`config.mk`:
```
export PLATFORM = sky130hd
export DESIGN_NAME = apw_power_seq
export DESIGN_NICKNAME = d
export VERILOG_FILES = /design/src/apw_pkg.sv /design/src/apw_power_seq.sv /design/src/apw_sync.sv /design/src/apw_tick.sv
export SDC_FILE = /design/constraint.sdc
export NUM_CORES = 1
export LEC_CHECK = 0
export ABC_CLOCK_PERIOD_IN_PS = 2810
export BUFFER_PORTS_ARGS = -buffer_cell sky130_fd_sc_hd__buf_2
export CORE_UTILIZATION = 40
export CTS_BUF_LIST = sky130_fd_sc_hd__clkbuf_4 sky130_fd_sc_hd__clkbuf_8 sky130_fd_sc_hd__clkbuf_16
export DETAILED_ROUTE_END_ITERATION = 10
export PLACE_DENSITY_LB_ADDON = 0.3
export SLEW_MARGIN = 20
export SYNTH_ARGS = -nofsm -noshare
export SYNTH_HDL_FRONTEND = slang
export SYNTH_HIERARCHICAL = 1
export SYNTH_SLANG_ARGS = --single-unit
```
`constraint.sdc`:
```
create_clock -name clk -period 2.81 [get_ports clk]
set_input_delay 0.562 -clock clk [delete_from_list [all_inputs] [get_ports clk]]
set_output_delay 0.562 -clock clk [all_outputs]
set_load 0.01 [all_outputs]
```
`src/apw_pkg.sv`:
```
`default_nettype none
package apw_pkg;

  // Clock and time base.
  localparam int CLK_HZ = 200_000_000;
  localparam int TICK_HZ = 32;
  localparam int TICK_CYCLES = CLK_HZ / TICK_HZ;
  localparam int TICKS_PER_SEC = TICK_HZ;

  // Gesture and pulse times in milliseconds, as printed.
  localparam int HOLD_LONG_MS = 4000;
  localparam int PRESS_SHORT_MS = 250;
  localparam int RESET_PULSE_MS = 1000;
  localparam int EXTEND_MAX_MS = 5000;
  localparam int DEFAULT_PULSE_MS = 1000;

  // The same times in 1/32 second ticks.
  localparam logic [8:0] HOLD_LONG_TICKS = 9'(HOLD_LONG_MS * TICK_HZ / 1000);
  localparam logic [8:0] PRESS_SHORT_TICKS = 9'(PRESS_SHORT_MS * TICK_HZ / 1000);
  localparam logic [8:0] RESET_PULSE_TICKS = 9'(RESET_PULSE_MS * TICK_HZ / 1000);
  localparam logic [8:0] EXTEND_MAX_TICKS = 9'(EXTEND_MAX_MS * TICK_HZ / 1000);
  localparam logic [7:0] DEFAULT_PULSE_LEN = 8'(DEFAULT_PULSE_MS * TICK_HZ / 1000);

  // Cycles that the self restart holds off host commands.
  localparam int RESTART_CYCLES = 16;

  // Function mask bits.
  localparam int MB_RESET_INVERT = 1;
  localparam int MB_POWER_INVERT = 2;
  localparam int MB_BLANK = 4;
  localparam int MB_KEY_RESET = 5;
  localparam int MB_KEY_PWR_ON = 6;
  localparam int MB_KEY_PWR_OFF = 7;
  localparam logic [7:0] MASK_RESET = 8'h00;

  // Command packet types.
  localparam logic [7:0] CMD_POWER_SWITCH = 8'h1C;
  localparam logic [7:0] CMD_WATCHDOG = 8'h1D;
  localparam logic [7:0] CMD_READ_STATUS = 8'h1E;
  localparam logic [7:0] ACK_FLAG = 8'h40;
  localparam logic [7:0] STATUS_LEN = 8'h0F;
  localparam int STATUS_MASK_BYTE = 7;
  localparam int STATUS_WD_BYTE = 8;

  // Register byte offsets.
  localparam logic [4:0] REG_CMD = 5'h00;
  localparam logic [4:0] REG_ACK = 5'h04;
  localparam logic [4:0] REG_STAT = 5'h08;
  localparam logic [4:0] REG_RESP0 = 5'h0C;
  localparam logic [4:0] REG_RESP3 = 5'h18;

  // Field positions.
  localparam int ACK_VALID_BIT = 16;
  localparam int ACK_BAD_BIT = 17;

  // Sequencer states.
  typedef enum logic [2:0] {
    APW_IDLE, APW_RST_PULSE, APW_PWR_PULSE, APW_PWR_EXTEND, APW_RESTART
  } apw_state_t;

  // Message the display shows.
  typedef enum logic [1:0] {
    APW_MSG_NONE, APW_MSG_RESET, APW_MSG_POWER_ON, APW_MSG_POWER_OFF
  } apw_msg_t;

endpackage
`default_nettype wire

```
`src/apw_power_seq.sv`:
```
`timescale 1ns/100ps
`default_nettype none
module apw_power_seq #(
  parameter int TICK_CYCLES = apw_pkg::TICK_CYCLES,
  parameter int RESTART_CYCLES = apw_pkg::RESTART_CYCLES
) (
  // Clock and reset.
  input wire logic clk,
  input wire logic reset_n,
  // Avalon-MM register slave.
  input wire logic [4:0] avs_address,
  input wire logic avs_read,
  input wire logic avs_write,
  input wire logic [31:0] avs_writedata,
  input wire logic [3:0] avs_byteenable,
  output logic [31:0] avs_readdata,
  output logic avs_waitrequest,
  // Host power sense and keypad pins.
  input wire logic power_sense_pin,
  input wire logic confirm_key_pin,
  input wire logic cancel_key_pin,
  // Power-control and reset pins toward the motherboard.
  output logic power_ctl_o,
  output logic power_ctl_oe,
  output logic host_reset_o,
  output logic host_reset_oe,
  // Display side.
  output logic blank_display_when_host_down,
  output logic [1:0] message,
  output logic self_restart
);

  localparam logic [7:0] RESTART_LAST = 8'(RESTART_CYCLES - 1);

  typedef struct packed {
    apw_pkg::apw_state_t state;
    apw_pkg::apw_msg_t msg;
    logic drive_rst;
    logic drive_pwr;
    logic restart;
    logic self_after;
    logic [8:0] pulse_cnt;
    logic [8:0] conf_cnt;
    logic [8:0] canc_cnt;
    logic [4:0] sec_cnt;
    logic [7:0] mask;
    logic [7:0] pulse_len;
    logic wd_en;
    logic [7:0] wd_cnt;
    logic sense_d;
    logic [7:0] lock_cnt;
    logic ack_valid;
    logic ack_bad;
    logic [7:0] ack_type;
    logic [7:0] ack_len;
    logic [7:0] resp_mask;
    logic [7:0] resp_wd;
    logic bus_done;
    logic [31:0] rdata;
  } apw_st_t;

  apw_st_t s_r;
  apw_st_t s_nxt;

  logic [2:0] pins_sync;
  logic sense;
  logic confirm;
  logic cancel;
  logic tick;
  logic tick_clr;

  // Pins come from outside the clock domain.
  apw_sync #(
    .W(3)
  ) u_sync (
    .clk(clk),
    .reset_n(reset_n),
    .async_in({cancel_key_pin, confirm_key_pin, power_sense_pin}),
    .sync_out(pins_sync)
  );

  assign sense = pins_sync[0];
  assign confirm = pins_sync[1];
  assign cancel = pins_sync[2];

  // The tick restarts with each pulse so pulse lengths are exact tick multiples.
  apw_tick #(
    .CYCLES(TICK_CYCLES)
  ) u_tick (
    .clk(clk),
    .reset_n(reset_n),
    .clr(tick_clr),
    .tick(tick)
  );

  // Status response byte k; only the bytes this block owns are non-zero.
  function automatic logic [7:0] resp_byte(input int k, input logic [7:0] m,
                                           input logic [7:0] w);
    logic [7:0] b;
    b = 8'h00;
    if (k == apw_pkg::STATUS_MASK_BYTE) begin
      b = m;
    end else if (k == apw_pkg::STATUS_WD_BYTE) begin
      b = w;
    end
    return b;
  endfunction

  // All sequencing, watchdog, command and bus logic.
  always_comb begin
    logic req;
    logic wr_acc;
    logic cmd_stb;
    logic sec_pulse;
    logic wd_fire;
    logic conf_long;
    logic conf_short;
    logic canc_long;
    logic pulse_end;
    logic [7:0] ctype;
    logic [7:0] clen;
    logic [7:0] d0;
    logic [7:0] d1;
    logic [2:0] widx;
    sec_pulse = 1'b0;
    wd_fire = 1'b0;
    conf_long = 1'b0;
    conf_short = 1'b0;
    canc_long = 1'b0;
    pulse_end = 1'b0;
    req = avs_read || avs_write;
    wr_acc = avs_write && s_r.bus_done;
    cmd_stb = wr_acc && avs_address == apw_pkg::REG_CMD && avs_byteenable[0];
    ctype = avs_writedata[7:0];
    clen = avs_writedata[15:8];
    d0 = avs_writedata[23:16];
    d1 = avs_writedata[31:24];
    widx = '0;
    s_nxt = s_r;
    s_nxt.restart = 1'b0;
    s_nxt.sense_d = sense;
    tick_clr = 1'b0;

    // Key hold timers count whole ticks and reset the moment a key lifts.
    if (!confirm) begin
      s_nxt.conf_cnt = '0;
    end else if (tick && s_r.conf_cnt != apw_pkg::HOLD_LONG_TICKS) begin
      s_nxt.conf_cnt = s_r.conf_cnt + 9'd1;
    end
    if (!cancel) begin
      s_nxt.canc_cnt = '0;
    end else if (tick && s_r.canc_cnt != apw_pkg::HOLD_LONG_TICKS) begin
      s_nxt.canc_cnt = s_r.canc_cnt + 9'd1;
    end
    // Each gesture fires once, on the tick that completes its hold.
    conf_long = tick && confirm && s_r.conf_cnt == apw_pkg::HOLD_LONG_TICKS - 9'd1;
    conf_short = tick && confirm && s_r.conf_cnt == apw_pkg::PRESS_SHORT_TICKS - 9'd1;
    canc_long = tick && cancel && s_r.canc_cnt == apw_pkg::HOLD_LONG_TICKS - 9'd1;

    // Seconds prescaler for the watchdog.
    sec_pulse = tick && s_r.sec_cnt == 5'(apw_pkg::TICKS_PER_SEC - 1);
    if (tick) begin
      s_nxt.sec_cnt = sec_pulse ? 5'd0 : s_r.sec_cnt + 5'd1;
    end

    // Watchdog countdown; it disarms itself when it fires.
    if (sec_pulse && s_r.wd_en) begin
      if (s_r.wd_cnt == 8'd1) begin
        s_nxt.wd_cnt = 8'd0;
        s_nxt.wd_en = 1'b0;
        wd_fire = 1'b1;
      end else begin
        s_nxt.wd_cnt = s_r.wd_cnt - 8'd1;
      end
    end

    // Pulse length counter, cleared at entry to each pulse state below.
    if (tick) begin
      s_nxt.pulse_cnt = s_r.pulse_cnt + 9'd1;
    end

    // Sequencer.
    unique case (s_r.state)
      apw_pkg::APW_IDLE: begin
        s_nxt.pulse_cnt = '0;
        if (wd_fire) begin
          s_nxt.state = apw_pkg::APW_RST_PULSE;
          s_nxt.drive_rst = 1'b1;
          s_nxt.self_after = 1'b0;
          tick_clr = 1'b1;
        end else if (s_r.mask[apw_pkg::MB_KEY_RESET] && sense && conf_long) begin
          s_nxt.state = apw_pkg::APW_RST_PULSE;
          s_nxt.drive_rst = 1'b1;
          s_nxt.self_after = 1'b1;
          s_nxt.msg = apw_pkg::APW_MSG_RESET;
          tick_clr = 1'b1;
        end else if (s_r.mask[apw_pkg::MB_KEY_PWR_ON] && !sense && conf_short) begin
          s_nxt.state = apw_pkg::APW_PWR_PULSE;
          s_nxt.drive_pwr = 1'b1;
          s_nxt.self_after = 1'b1;
          s_nxt.msg = apw_pkg::APW_MSG_POWER_ON;
          tick_clr = 1'b1;
        end else if (s_r.mask[apw_pkg::MB_KEY_PWR_OFF] && sense && canc_long) begin
          s_nxt.state = apw_pkg::APW_PWR_PULSE;
          s_nxt.drive_pwr = 1'b1;
          s_nxt.self_after = 1'b0;
          s_nxt.msg = apw_pkg::APW_MSG_POWER_OFF;
          tick_clr = 1'b1;
        end else if (s_r.mask[apw_pkg::MB_BLANK] && sense && !s_r.sense_d) begin
          s_nxt.state = apw_pkg::APW_RESTART;
          s_nxt.restart = 1'b1;
          s_nxt.lock_cnt = '0;
        end
      end
      apw_pkg::APW_RST_PULSE: begin
        if (tick && s_r.pulse_cnt == apw_pkg::RESET_PULSE_TICKS - 9'd1) begin
          pulse_end = 1'b1;
          s_nxt.drive_rst = 1'b0;
        end
      end
      apw_pkg::APW_PWR_PULSE: begin
        if (tick && s_r.pulse_cnt == {1'b0, s_r.pulse_len} - 9'd1) begin
          s_nxt.pulse_cnt = '0;
          if (!s_r.self_after && cancel) begin
            s_nxt.state = apw_pkg::APW_PWR_EXTEND;
          end else begin
            pulse_end = 1'b1;
            s_nxt.drive_pwr = 1'b0;
          end
        end
      end
      apw_pkg::APW_PWR_EXTEND: begin
        if (!cancel || (tick && s_r.pulse_cnt == apw_pkg::EXTEND_MAX_TICKS - 9'd1)) begin
          pulse_end = 1'b1;
          s_nxt.drive_pwr = 1'b0;
        end
      end
      apw_pkg::APW_RESTART: begin
        // Boot state: watchdog off, pulse counter and message cleared; the gesture timers keep counting.
        s_nxt.lock_cnt = s_r.lock_cnt + 8'd1;
        if (s_r.lock_cnt == RESTART_LAST) begin
          s_nxt.state = apw_pkg::APW_IDLE;
          s_nxt.msg = apw_pkg::APW_MSG_NONE;
          s_nxt.wd_en = 1'b0;
          s_nxt.wd_cnt = 8'd0;
          s_nxt.pulse_cnt = '0;
        end
      end
    endcase

    // A finished pulse either restarts the module or returns to rest.
    if (pulse_end) begin
      if (s_r.self_after) begin
        s_nxt.state = apw_pkg::APW_RESTART;
        s_nxt.restart = 1'b1;
        s_nxt.lock_cnt = '0;
      end else begin
        s_nxt.state = apw_pkg::APW_IDLE;
        s_nxt.msg = apw_pkg::APW_MSG_NONE;
      end
    end

    // Acknowledge clear by software; a new acknowledge below wins over it.
    if (wr_acc && avs_address == apw_pkg::REG_ACK && avs_byteenable[2]) begin
      if (avs_writedata[apw_pkg::ACK_VALID_BIT]) begin
        s_nxt.ack_valid = 1'b0;
      end
      if (avs_writedata[apw_pkg::ACK_BAD_BIT]) begin
        s_nxt.ack_bad = 1'b0;
      end
    end

    // Host command packets; dropped silently while restarting.
    if (cmd_stb && s_r.state != apw_pkg::APW_RESTART) begin
      if (ctype == apw_pkg::CMD_POWER_SWITCH && (clen == 8'd1 || clen == 8'd2)) begin
        s_nxt.mask = d0;
        s_nxt.pulse_len = (clen == 8'd2 && d1 != 8'h00) ? d1 : apw_pkg::DEFAULT_PULSE_LEN;
        s_nxt.ack_valid = 1'b1;
        s_nxt.ack_type = ctype | apw_pkg::ACK_FLAG;
        s_nxt.ack_len = 8'h00;
      end else if (ctype == apw_pkg::CMD_WATCHDOG && clen == 8'd1) begin
        s_nxt.wd_cnt = d0;
        s_nxt.wd_en = (d0 != 8'h00);
        s_nxt.sec_cnt = '0;
        s_nxt.ack_valid = 1'b1;
        s_nxt.ack_type = ctype | apw_pkg::ACK_FLAG;
        s_nxt.ack_len = 8'h00;
      end else if (ctype == apw_pkg::CMD_READ_STATUS && clen == 8'd0) begin
        s_nxt.resp_mask = s_r.mask;
        s_nxt.resp_wd = s_r.wd_cnt;
        s_nxt.ack_valid = 1'b1;
        s_nxt.ack_type = ctype | apw_pkg::ACK_FLAG;
        s_nxt.ack_len = apw_pkg::STATUS_LEN;
      end else begin
        s_nxt.ack_bad = 1'b1;
      end
    end

    // Bus: one wait cycle, read data captured then presented at release.
    s_nxt.bus_done = req && !s_r.bus_done;
    if (avs_read && !s_r.bus_done) begin
      s_nxt.rdata = 32'h0000_0000;
      if (avs_address == apw_pkg::REG_ACK) begin
        s_nxt.rdata = {14'h0000, s_r.ack_bad, s_r.ack_valid, s_r.ack_len, s_r.ack_type};
      end else if (avs_address == apw_pkg::REG_STAT) begin
        s_nxt.rdata = {s_r.msg, blank_display_when_host_down, s_r.drive_rst,
                       s_r.drive_pwr, s_r.state == apw_pkg::APW_RESTART, sense,
                       s_r.wd_en, s_r.pulse_len, s_r.wd_cnt, s_r.mask};
      end else if (avs_address >= apw_pkg::REG_RESP0 && avs_address <= apw_pkg::REG_RESP3) begin
        widx = 3'(avs_address[4:2] - apw_pkg::REG_RESP0[4:2]);
        s_nxt.rdata = {resp_byte(4 * widx + 3, s_r.resp_mask, s_r.resp_wd),
                       resp_byte(4 * widx + 2, s_r.resp_mask, s_r.resp_wd),
                       resp_byte(4 * widx + 1, s_r.resp_mask, s_r.resp_wd),
                       resp_byte(4 * widx, s_r.resp_mask, s_r.resp_wd)};
      end
    end
  end

  // Reset brings the block up as at power-up: outputs floating, watchdog off.
  always_ff @(posedge clk) begin
    if (!reset_n) begin
      s_r <= '0;
      s_r.state <= apw_pkg::APW_IDLE;
      s_r.msg <= apw_pkg::APW_MSG_NONE;
      s_r.mask <= apw_pkg::MASK_RESET;
      s_r.pulse_len <= apw_pkg::DEFAULT_PULSE_LEN;
    end else begin
      s_r <= s_nxt;
    end
  end

  // Outputs float unless driven; drive level follows the inversion bits.
  assign host_reset_oe = s_r.drive_rst;
  assign host_reset_o = s_r.mask[apw_pkg::MB_RESET_INVERT];
  assign power_ctl_oe = s_r.drive_pwr;
  assign power_ctl_o = s_r.mask[apw_pkg::MB_POWER_INVERT];

  // Blanking follows the synchronised sense while the blank mask bit is set; the keypad stays live meanwhile.
  assign blank_display_when_host_down = s_r.mask[apw_pkg::MB_BLANK] && !sense;
  assign message = s_r.msg;
  assign self_restart = s_r.restart;

  // Bus answer.
  assign avs_waitrequest = (avs_read || avs_write) && !s_r.bus_done;
  assign avs_readdata = s_r.rdata;

endmodule
`default_nettype wire

```
`src/apw_sync.sv`:
```
`timescale 1ns/100ps
`default_nettype none
module apw_sync #(
  parameter int W = 3
) (
  // Clock and reset.
  input wire logic clk,
  input wire logic reset_n,
  // Asynchronous inputs and their synchronised copies.
  input wire logic [W-1:0] async_in,
  output logic [W-1:0] sync_out
);

  typedef struct packed {
    logic [W-1:0] ff1;
    logic [W-1:0] ff2;
  } apw_sync_st_t;

  apw_sync_st_t s_r;
  apw_sync_st_t s_nxt;

  // The first stage feeds only the second, so metastability stays contained.
  always_comb begin
    s_nxt.ff1 = async_in;
    s_nxt.ff2 = s_r.ff1;
  end

  always_ff @(posedge clk) begin
    if (!reset_n) begin
      s_r <= '0;
    end else begin
      s_r <= s_nxt;
    end
  end

  assign sync_out = s_r.ff2;

endmodule
`default_nettype wire

```
`src/apw_tick.sv`:
```
`timescale 1ns/100ps
`default_nettype none
module apw_tick #(
  parameter int CYCLES = apw_pkg::TICK_CYCLES
) (
  // Clock and reset.
  input wire logic clk,
  input wire logic reset_n,
  // Restart the period so a pulse starts on a whole tick.
  input wire logic clr,
  // One-cycle pulse every tick period.
  output logic tick
);

  localparam int CW = $clog2(CYCLES + 1);
  localparam logic [CW-1:0] TOP = CW'(CYCLES - 1);

  typedef struct packed {
    logic [CW-1:0] cnt;
  } apw_tick_st_t;

  apw_tick_st_t s_r;
  apw_tick_st_t s_nxt;

  // Free-running divider; a clear restarts the period from zero.
  always_comb begin
    s_nxt = s_r;
    if (clr || s_r.cnt == TOP) begin
      s_nxt.cnt = '0;
    end else begin
      s_nxt.cnt = s_r.cnt + CW'(1);
    end
  end

  always_ff @(posedge clk) begin
    if (!reset_n) begin
      s_r <= '0;
    end else begin
      s_r <= s_nxt;
    end
  end

  assign tick = (s_r.cnt == TOP);

endmodule
`default_nettype wire
```
### Word-level counts from Yosys, hierarchy flattened

Cells that the tools add are included.

| cells by class | value |
|---|---|
| multiplexer cells | 100 |
| bitwise gates (word level) | 3 |
| shifts and indexed selects | 0 |
| multipliers | 0 |
| equality and inequality tests | 43 |
| div/mod/pow operators | 0 |
| reduce and logical (&&, ||, !) cells | 64 |
| add/subtract/negate cells | 12 |
| $lt $le $gt $ge | 2 |

Operator list:

| cell | count |
|---|---|
| $mux W32 | 4 |
| $mux W8 | 16 |
| $mux W16 | 5 |
| $mux W9 | 8 |
| $mux W5 | 8 |
| $mux W1 | 37 |
| $logic_and A1 B1 Y1 | 35 |
| $mux W34 | 1 |
| $mux W30 | 1 |
| $add A9 B1 Y9 const B | 3 |
| $pmux W9 S3 | 1 |
| $eq A8 B5 Y1 const B | 3 |
| $add A23 B1 Y23 const B | 1 |
| $eq A23 B23 Y1 const B | 1 |
| $eq A6 B3 Y1 const B | 3 |
| $eq A6 B4 Y1 const B | 3 |
| $eq A9 B7 Y1 const B | 2 |
| $mux W3 | 6 |
| $ne A3 B3 Y1 const B | 6 |
| $ne A9 B8 Y1 const B | 2 |
| $eq A8 B1 Y1 const B | 2 |
| $pmux W8 S2 | 1 |
| $reduce_bool A8 Y1 | 2 |
| $mux W2 | 7 |
| other kinds (42) | 66 |

| storage, ports and cells | value |
|---|---|
| output and inout port bits | 41 |
| RAM bits | 0 |
| bits in read-only memories | 0 |
| latch bits | 0 |
| register bits after elaboration | 171 |
| word-level logic and storage cells | 251 |
| memories kept | 0 |

### Depth between registers and ports, before layout

Gate-level depths: netlist of run 1.

| depth | value |
|---|---|
| word-level depth | 11 |
| mapped depth | 13 |
| depth with buffers taken out | 11 |

### By module

Netlist of run 1, hierarchy kept.

Modules (own cells, without submodules):

| module | cells an instance | sequential area each (um2) | area each (um2) | instances |
|---|---|---|---|---|
| apw_power_seq | 777 | 2702.6 | 6457.4 | 1 |
| apw_tick | 126 | 460.4 | 1111.1 | 1 |
| apw_sync | 12 | 120.1 | 157.7 | 1 |

### Worst setup path after synthesis of run 1

No wires, ideal clock.

| timing | value |
|---|---|
| kind | reg-to-reg |
| start point | reg u_tick/s_r[8] (netlist name) |
| end point | reg s_r[141] (netlist name) |
| library setup time | 0.115 ns |
| clock period less this slack | 3.044 ns |
| arrival time | 2.930 ns |
| stages on the path, launching flop included | 11 |
| required time | 2.695 ns |
| slack | -0.234 ns |
| path through | dfxtp_1 -> or4_1 -> nor4_1 -> and3_1 -> clkbuf_1 -> and4_1 -> a31o_2 -> nor2_1 -> a22o_1 -> o31a_1 -> o21a_1 |

| between the ends | value |
|---|---|
| word-level cells in the longest chain between the ends | 10 |

RTL lines:

| what | RTL line | source |
|---|---|---|
| start, declared | apw_tick.sv:22 | `apw_tick_st_t s_r;` |
| start signal, assigned | apw_tick.sv:39 | `s_r <= s_nxt;` |
| $eq A23 B23 Y1 * | apw_tick.sv:43 | `assign tick = (s_r.cnt == TOP);` |
| named net tick | apw_power_seq.sv:69 | `logic tick;` |
| $logic_and A1 B1 Y1 (2 in a row) | apw_power_seq.sv:158 | `canc_long = tick && cancel && s_r.canc_cnt == apw_pkg::HOLD_LONG_TICKS - 9'd1;` |
| $logic_and A1 B1 Y1 | apw_power_seq.sv:203 | `end else if (s_r.mask[apw_pkg::MB_KEY_PWR_OFF] && sense && canc_long) begin` |
| $mux W3 | apw_power_seq.sv:203 |  |
| $mux W5 | apw_power_seq.sv:197 | `end else if (s_r.mask[apw_pkg::MB_KEY_PWR_ON] && !sense && conf_short) begin` |
| $mux W5 | apw_power_seq.sv:191 | `end else if (s_r.mask[apw_pkg::MB_KEY_RESET] && sense && conf_long) begin` |
| $mux W3 | apw_power_seq.sv:186 | `if (wd_fire) begin` |
| $pmux W3 S3 | apw_power_seq.sv:183 | `unique case (s_r.state)` |
| $mux W5 | apw_power_seq.sv:252 | `if (pulse_end) begin` |
| end signal, assigned | apw_power_seq.sv:328 | `s_r <= s_nxt;` |
| end, declared | apw_power_seq.sv:62 | `apw_st_t s_r;` |

Mark *: on every way through the listed nets, which the timed path passes. The rest lies on a longest branch.
A chain may end at the register's enable or synchronous reset.

### Worst setup path after layout of run 1

| timing | value |
|---|---|
| start point | reg u_tick/s_r[7] (netlist name) |
| end point | reg s_r[141] (netlist name) |

The elaborated chain is that of the path after synthesis.

==> results of run 1 <==
worst max-delay path: cells and delay by family (launching register included):
family / cells / cell delay [ps]
AND/OR/NAND/NOR: 5 / 1310
flip-flops: 1 / 310
buffers and inverters: 1 / 190
AO/OA/AOI/OAI: 4 / 780
power breakdown:
| part | internal [W] | total [W] | switching, W | leakage [nW] |
|---|---|---|---|---|
| Sequential | 0.00235 | 0.00236 | 0.0000156 | 1.33 |
| Clock | 0.00121 | 0.00231 | 0.00109 | 0.291 |
| Combinational | 0.0000745 | 0.000193 | 0.000119 | 2.00 |
routing by layer:
layer	vias up	wire, um	track usage, %
li1	3405	-	-
met1	3149	8780	25.8
met2	159	9250	33.7
met3	25	860	4.18
met4	0	342	6.18
met5	-	0	0
timing repair:
action                     4_1_cts  5_1_grt
gates resized for setup          0       18
setup endpoints to repair        0       49
buffers inserted                 0        7
flip-flops by register name (all words and copies together) (netlist names):
register and count:
s_r 96, avs_readdata 32, u_tick/s_r 23, u_sync/s_nxt 3
u_sync/sync_out 3, message 2, host_reset_o 1, host_reset_oe 1
power_ctl_o 1, power_ctl_oe 1, self_restart 1
placed cells by master (no fill, tap or decap), types with 23 or more instances in the layout:
cell / count
nand3_1: 36
xnor2_1: 37
nor2_1: 135
nand2_1: 87
nand4_1: 23
buf_2: 86
a21oi_1: 55
xor2_1: 24
nor3_1: 24
dfxtp_1: 163
buf_4: 65
logic make-up after synthesis:
group | synth area share [%]
AOI/OAI and AO/OA | 13.2
xor gates and xnor gates | 6.91
adders and majority gates | 1.94
buffers and inverters | 6.48
DFF | 42.5
muxes | 2.46
and+or+nand+nor | 26.5
cell type report:
class,instances,area (um^2),share of cell area (%)
inverter,24,90.1,0.965
tap,260,325,3.48
clock inverter,14,148,1.58
clock buffer,18,439,4.70
timing repair buffer,157,1020,10.9
multi-input combinational,653,4030,43.2
sequential,164,3280,35.2
stage by stage:
step	setup WS, ps	instance area, um^2
after floorplan	51.3	7750
after global placement	58.5	8620
after detailed placement	37.8	8620
after CTS	37.3	9210
after global routing	-5.80	9340
final	116	9340
path summary, 6_finish.rpt:
path,startpoint,end,slack (ps)
min,confirm_key_pin,u_sync/s_nxt[1]$_SDFF_PN0_,330
min reg2reg,u_sync/s_nxt[2]$_SDFF_PN0_,u_sync/sync_out[2]$_SDFF_PN0_,440
max,u_tick/s_r[7]$_SDFF_PP0_,s_r[141]$_SDFFE_PN0P_,120
max reg2reg,u_tick/s_r[7]$_SDFF_PP0_,s_r[141]$_SDFFE_PN0P_,120
==> results.py, run 1 <==
metrics = {
    "route": {
        "vias": 6738,
        "drc": 0,
        "wl_per_cell_um": 14.9,
        "routed_wl_um": 19200,
        "drt_iter0_drc": 403,
        "antenna_left": 0,
        "firstDrtPassIters": 5,
        "avgViaCountPerCell": 5.22,
    },
    "final_layout": {
        "antenna_cells": 0,
        "area_growth_pct": 20.9,
        "n_fill_cell": 1817,
        "final_cell_count_no_fill": 1290,
        "final_util_pct": 49.6,
        "drive_above_1_share_pct": 21.7,
        "num-nets-final": 1077,
    },
    "place": {
        "dpl.hpwl_um": 14000,
        "io_buffers": 86,
        "dp.cells": 1250,
        "routabilityCongestion": 0.942,
    },
    "die": {
        "die-area_um2": 19900,
        "coreArea_um2": 18800,
        "rows": 50,
        "ios": 89,
        "die_w_um": 141,
        "start_util_pct": 41.0,
        "die_y_um": 141,
    },
    "cts": {
        "clkLatencyLatePin_ps": 440,
        "cts_sinks": 164,
        "clock-root-buffer": "clkbuf_16",
        "clockBufferDepth": 2,
        "cts_buffers": 17,
        "cts_tree": "done",
        "ctsHoldBuffers": 0,
        "htree_levels": 4,
        "clkSlewWorstSetupHoldPaths_ps": 70,
    },
    "pwr": {
        "power_w": 0.00486,
        "power_density_nw_per_um2": 520,
        "ir_drop_mv": 0.444,
        "leakagePower_nw": 3.61,
    },
    "synth": {
        "synth.distinct_cells": 71,
        "yosysTopAreaCellShare_pct": 42.5,
        "synth_fp_nets": 975,
        "netlist_top_cells_count": "dfxtp_1, nor2_1, nand2_1",
        "synth-seq-area-share_pct": 42.5,
        "ys_ff_latch": 164,
        "synth_edf_count": 0,
        "netlist_instances": 915,
        "avgSynthCellArea_um2": 8.44,
        "synth-main-ff-cell": "dfxtp_1",
        "netlist_area_um2": 7730,
        "yosysMostFrequentCell": "dfxtp_1",
        "ys_warn_count": 6,
        "synth-async-reset-ratio_pct": 0,
        "synth_top_area_cell": "dfxtp_1",
        "ys_top_cells_by_area": "dfxtp_1, nor2_1, nand2_1, xnor2_1, a21oi_1",
    },
    "sta": {
        "worstMarginPinSlew_ps": 964,
        "setup_violations": 0,
        "period_share_pct": 95.9,
        "report.final.slew_viol_count": 0,
        "relSlewSlack_pct": 35.7,
        "fmax_ghz": 0.371,
        "whs_ps": 328,
        "hold_viol_final": 0,
        "fin_crit_ps": 2690,
        "fin_worst_skew_ps": 18.6,
        "finalSetupTns_ps": 0,
    },
    "global_route": {
        "antenna_found_initial": 0,
        "grt_pass1_vias": 6278,
        "grt_max_degree": 50,
        "grt_pass1_wl_um": 31800,
        "grt_usage_pct": 20.1,
        "overflow": 0,
    },
    "critical_path": {
        "worstSetupPathType": "reg2reg",
        "crit_required_ps": 3140,
        "r2r_cells": 10,
        "worstPathMaxFanout": 5,
        "crit_path_max_incr_delay_ps": 560,
        "worst_setup_path_start_kind": "flip-flop",
        "end_kind": "flip-flop",
        "crit_chain": "or4_4 > nor4_4 > buf_4 > and3_4 > and4_1 > a31o_2 > nor2_1 > a22o_1 > o31a_1 > o21a_1",
        "cpMaxStageDelayCell": "or4_4",
        "crit_arrival_ps": 3020,
    },
    "worst_hold_path": {
        "hold_path_class": "in2reg",
        "whs_path_depth": 2,
    },
    "run_status": {
        "outcome": "finished, final reports clean",
    },
    "run": {
        "cap_viol_max_count": 0,
    },
}
(Power assumes the default switching activity.)
==> run 2: changes to the inputs <==
ABC_CLOCK_PERIOD_IN_PS = 3030   (was 2810)
clock period = 3.03 ns   (was 2.81 ns; I/O delays follow)
==> results.py, run 2 (synthesized netlist as in run 1, its figures left out) <==
metrics = {
    "sta": {
        "fin_crit_ps": 2800,
        "rsz0062_at_grt": "false",
        "fmax_ghz": 0.357,
        "worstMarginPinSlew_ps": 982,
        "fin_worst_skew_ps": 13.7,
        "setup_violations": 0,
        "relSlewSlack_pct": 34.5,
        "report.final.slew_viol_count": 0,
        "period_share_pct": 92.4,
        "finalSetupTns_ps": 0,
        "hold_viol_final": 0,
        "whs_ps": 379,
    },
    "die": {
        "die_w_um": 141,
        "die-area_um2": 19900,
        "rows": 50,
        "start_util_pct": 41.0,
        "die_y_um": 141,
        "ios": 89,
        "coreArea_um2": 18800,
    },
    "global_route": {
        "grt_max_degree": 38,
        "grtUsageMet3_pct": 4.38,
        "grt_usage_pct": 19.3,
        "grt_pass1_wl_um": 30600,
        "grt_pass1_vias": 6033,
        "overflow": 0,
        "globalRouteMet1Util_pct": 24.9,
        "grt_busiest_layer": "met2",
        "met2_usage_pct": 31.7,
        "antenna_found_initial": 0,
    },
    "place": {
        "io_buffers": 86,
        "dp.cells": 1228,
        "dpl.hpwl_um": 13300,
        "routabilityCongestion": 0.881,
    },
    "pwr": {
        "power_density_nw_per_um2": 491,
        "ir_drop_mv": 0.396,
        "power_w": 0.00444,
        "leakagePower_nw": 3.46,
    },
    "cts": {
        "clkSlewWorstSetupHoldPaths_ps": 70,
        "cts_tree": "done",
        "clkLatencyLatePin_ps": 430,
        "clock-root-buffer": "clkbuf_16",
        "clockBufferDepth": 2,
        "htree_levels": 4,
        "cts_sinks": 164,
        "cts_buffers": 17,
    },
    "critical_path": {
        "cpMaxStageDelayCell": "or4_1",
        "crit_arrival_ps": 3120,
        "crit_chain": "or4_1 > nor4_4 > buf_4 > and3_4 > and4_1 > a31o_2 > nor2_1 > a22o_1 > o31a_1 > o21a_1",
        "worst-path-buf-inv": 1,
        "crit_family": "simple AND/OR/NAND/NOR gates",
        "worst_setup_path_start_kind": "flip-flop",
        "crit_path_max_incr_delay_ps": 600,
        "crit_required_ps": 3350,
        "worstSetupPathType": "reg2reg",
        "end_kind": "flip-flop",
        "worstPathMaxFanout": 6,
    },
    "final_layout": {
        "final_cell_mix": "dfxtp_1, nor2_1, nand2_1",
        "num-nets-final": 1050,
        "n_fill_cell": 1879,
        "drive_above_1_share_pct": 18.5,
        "final_util_pct": 47.9,
        "largest_reg_flops": 96,
        "final_common_cell": "dfxtp_1",
        "antenna_cells": 0,
        "area_growth_pct": 16.8,
        "final_cell_count_no_fill": 1263,
        "largest-register": "s_r",
    },
    "route": {
        "avgViaCountPerCell": 5.25,
        "wl_per_cell_um": 14.5,
        "vias": 6631,
        "routed_wl_um": 18300,
        "drt_iter0_drc": 404,
        "drc": 0,
        "firstDrtPassIters": 5,
        "antenna_left": 0,
    },
    "worst_hold_path": {
        "hold_path_class": "in2reg",
    },
    "run_status": {
        "outcome": "finished, final reports clean",
    },
    "run": {
        "cap_viol_max_count": 0,
    },
}
run 2: changes by cell type in the layout (fill, tap and decap cells not counted), moves of 2 or more:
cell / change
buf_4: -23
buf_12: -2
buf_6: -2
clkinv_2: +2
nand2_1: +2
nand2_2: -2
nor2_1: +2
nor2_2: -2
run 2: power breakdown:
group / internal [W] / switching, W
Clock: 0.00109 / 0.000981
Sequential: 0.00218 / 0.0000154
Combinational: 0.0000662 / 0.000108
run 2: per-layer routing:
| metal | vias to the layer above | part of all wire (%) |
|---|---|---|
| met5 | - | 0 |
| met4 | 0 | 1.8 |
| met3 | 23 | 4.7 |
| met2 | 152 | 47 |
| met1 | 3105 | 46 |
| li1 | 3351 | - |
run 2: final timing paths:
| kind | to | cells after the start | from | slack (ps) |
|---|---|---|---|---|
| setup / recovery | s_r[141]$_SDFFE_PN0P_ | 10 | u_tick/s_r[8]$_SDFF_PP0_ | 230 |
| hold / removal | u_sync/s_nxt[1]$_SDFF_PN0_ | 2 | confirm_key_pin | 380 |
| setup reg to reg | s_r[141]$_SDFFE_PN0P_ | 10 | u_tick/s_r[8]$_SDFF_PP0_ | 230 |
| hold reg to reg | u_sync/sync_out[0]$_SDFF_PN0_ | 1 | u_sync/s_nxt[0]$_SDFF_PN0_ | 430 |
run 2: stage by stage:
stage	cell area, um^2	setup slack (ps)
CTS	8980	154
global route	9030	39.0
finish	9030	230
detailed placement	8420	145
global placement	8420	172
floorplan	7730	148
run 2: layout make-up:
type	instances	area, um^2	share of cell area (%)
Multi-Input combinational cell	653	3980	44.1
Sequential cell	164	3280	36.4
Timing Repair Buffer	130	786	8.71
Clock buffer	17	425	4.71
Tap cell	260	325	3.60
Clock inverter	15	138	1.52
Inverter	24	90.1	0.998
run 2: repair_timing:
action                     4_1_cts  5_1_grt
resized for setup                0        4
setup endpoints to repair        0       28
hold buffers                     0        0
buffers inserted                 0        3
==> run 3: changes to the inputs <==
REMOVE_ABC_BUFFERS = 1   (was unset)
==> results.py, run 3 (synthesized netlist as in run 1, its figures left out) <==
metrics = {
    "route": {
        "wl_per_cell_um": 14.7,
        "vias": 6555,
        "antenna_left": 0,
        "drt_iter0_drc": 433,
        "drc": 0,
        "avgViaCountPerCell": 5.19,
        "firstDrtPassIters": 6,
        "routed_wl_um": 18500,
    },
    "final_layout": {
        "final_util_pct": 48.2,
        "antenna_cells": 0,
        "num-nets-final": 1050,
        "final_cell_mix": "dfxtp_1, nor2_1, nand2_1",
        "design_area_um2": 9080,
        "area_growth_pct": 17.5,
        "largest-register": "s_r",
        "drive_above_1_share_pct": 18.4,
        "final_common_cell": "dfxtp_1",
        "final_cell_count_no_fill": 1263,
        "n_fill_cell": 1786,
        "largest_reg_flops": 96,
    },
    "die": {
        "rows": 50,
        "ios": 89,
        "die_w_um": 141,
        "start_util_pct": 41.0,
        "die_y_um": 141,
        "die-area_um2": 19900,
        "coreArea_um2": 18800,
    },
    "cts": {
        "cts_buffers": 17,
        "clkLatencyLatePin_ps": 430,
        "ctsHoldBuffers": 0,
        "cts_tree": "done",
        "cts_sinks": 164,
        "htree_levels": 4,
        "clkSlewWorstSetupHoldPaths_ps": 70,
        "clock-root-buffer": "clkbuf_16",
        "clockBufferDepth": 2,
    },
    "place": {
        "dp.cells": 1228,
        "dpl.hpwl_um": 13200,
        "io_buffers": 86,
        "place_area_um2": 8440,
        "routabilityCongestion": 0.855,
    },
    "critical_path": {
        "crit_arrival_ps": 3160,
        "worst-path-buf-inv": 1,
        "crit_path_max_incr_delay_ps": 620,
        "worstSetupPathType": "reg2reg",
        "crit_required_ps": 3350,
        "cpMaxStageDelayCell": "or4_1",
        "worst_setup_path_start_kind": "flip-flop",
        "crit_family": "simple AND/OR/NAND/NOR gates",
        "crit_chain": "or4_1 > nor4_2 > buf_4 > and3_2 > and4_1 > a31o_2 > nor2_1 > a22o_1 > o31a_1 > o21a_1",
        "worstPathMaxFanout": 6,
        "end_kind": "flip-flop",
    },
    "global_route": {
        "grt_pass1_wl_um": 30200,
        "antenna_found_initial": 0,
        "grt_pass1_vias": 5944,
        "overflow": 0,
        "grt_max_degree": 51,
        "grt_usage_pct": 19.2,
    },
    "pwr": {
        "ir_drop_mv": 0.365,
        "leakagePower_nw": 3.48,
        "power_density_nw_per_um2": 506,
    },
    "sta": {
        "fmax_ghz": 0.352,
        "whs_ps": 385,
        "finalSetupTns_ps": 0,
        "relSlewSlack_pct": 52.7,
        "hold_viol_final": 0,
        "worstMarginPinSlew_ps": 701,
        "setup_violations": 0,
        "fin_worst_skew_ps": 10.5,
        "fin_crit_ps": 2840,
        "period_share_pct": 93.9,
        "report.final.slew_viol_count": 0,
    },
    "worst_hold_path": {
        "hold_path_class": "in2reg",
    },
    "run_status": {
        "outcome": "finished, final reports clean",
    },
    "run": {
        "cap_viol_max_count": 0,
    },
}
run 3: cell count changes in the layout (fill, tap and decap cells not counted), sizes merged:
cell / delta
bufinv: +2
clkbuf: +1
clkinv: +2
inv: -5
run 3: path summary, 6_finish.rpt:
| check | slack (ps) | cells past startpoint | to | from |
|---|---|---|---|---|
| worst min register to register | 440 | 1 | u_sync/sync_out[0]$_SDFF_PN0_ | u_sync/s_nxt[0]$_SDFF_PN0_ |
| worst max-delay path | 190 | 10 | s_r[141]$_SDFFE_PN0P_ | u_tick/s_r[8]$_SDFF_PP0_ |
| worst min-delay path | 380 | 2 | u_sync/s_nxt[2]$_SDFF_PN0_ | cancel_key_pin |
| worst max register to register | 190 | 10 | s_r[141]$_SDFFE_PN0P_ | u_tick/s_r[8]$_SDFF_PP0_ |
run 3: final cells by class:
type,instances,area (um^2),area share [%]
multi-input combinational,653,3960,43.6
clock buffer,18,439,4.84
clock inverter,14,166,1.83
timing repair buffer,130,811,8.93
tap,260,325,3.58
sequential,164,3280,36.2
inverter,24,90.1,0.993
run 3: metrics by stage:
step | total power, W | setup WS (ps)
after floorplan | 0.00232 | -911
after detailed placement | 0.00243 | 122
after global routing | 0.00474 | -7.13
final | 0.00459 | 185
after global placement | 0.00242 | 140
after CTS | 0.00462 | 86.3
run 3: worst register-to-register path, stage by stage (launching register included):
cell     delay [ps]
dfxtp_1         310
or4_1           620
nor4_2          250
buf_4           190
and3_2          220
and4_1          220
a31o_2          180
nor2_1           90
a22o_1          230
o31a_1          280
o21a_1          160
run 3: timing repair:
item | CTS | global route
hold endpoints to repair | 0 | 0
setup endpoints to repair | 0 | 2
resized for setup | 0 | 2
setup buffers | 0 | 3
run 3: report_power, final:
part	total (W)	switching [W]	internal [W]	leakage (nW)
Sequential	0.00219	0.0000163	0.00218	1.32
Clock	0.00221	0.000951	0.00126	0.299
Combinational	0.000184	0.000114	0.0000704	1.86
Total	0.00459	0.00108	0.00351	3.48
run 3: routing by layer:
metal	vias up	part of all wire, %	GRT usage [%]
met3	18	5.9	4.08
met4	0	1.3	5.95
li1	3337	-	-
met5	-	0	0
met1	3026	47	26.6
met2	174	45	29.9
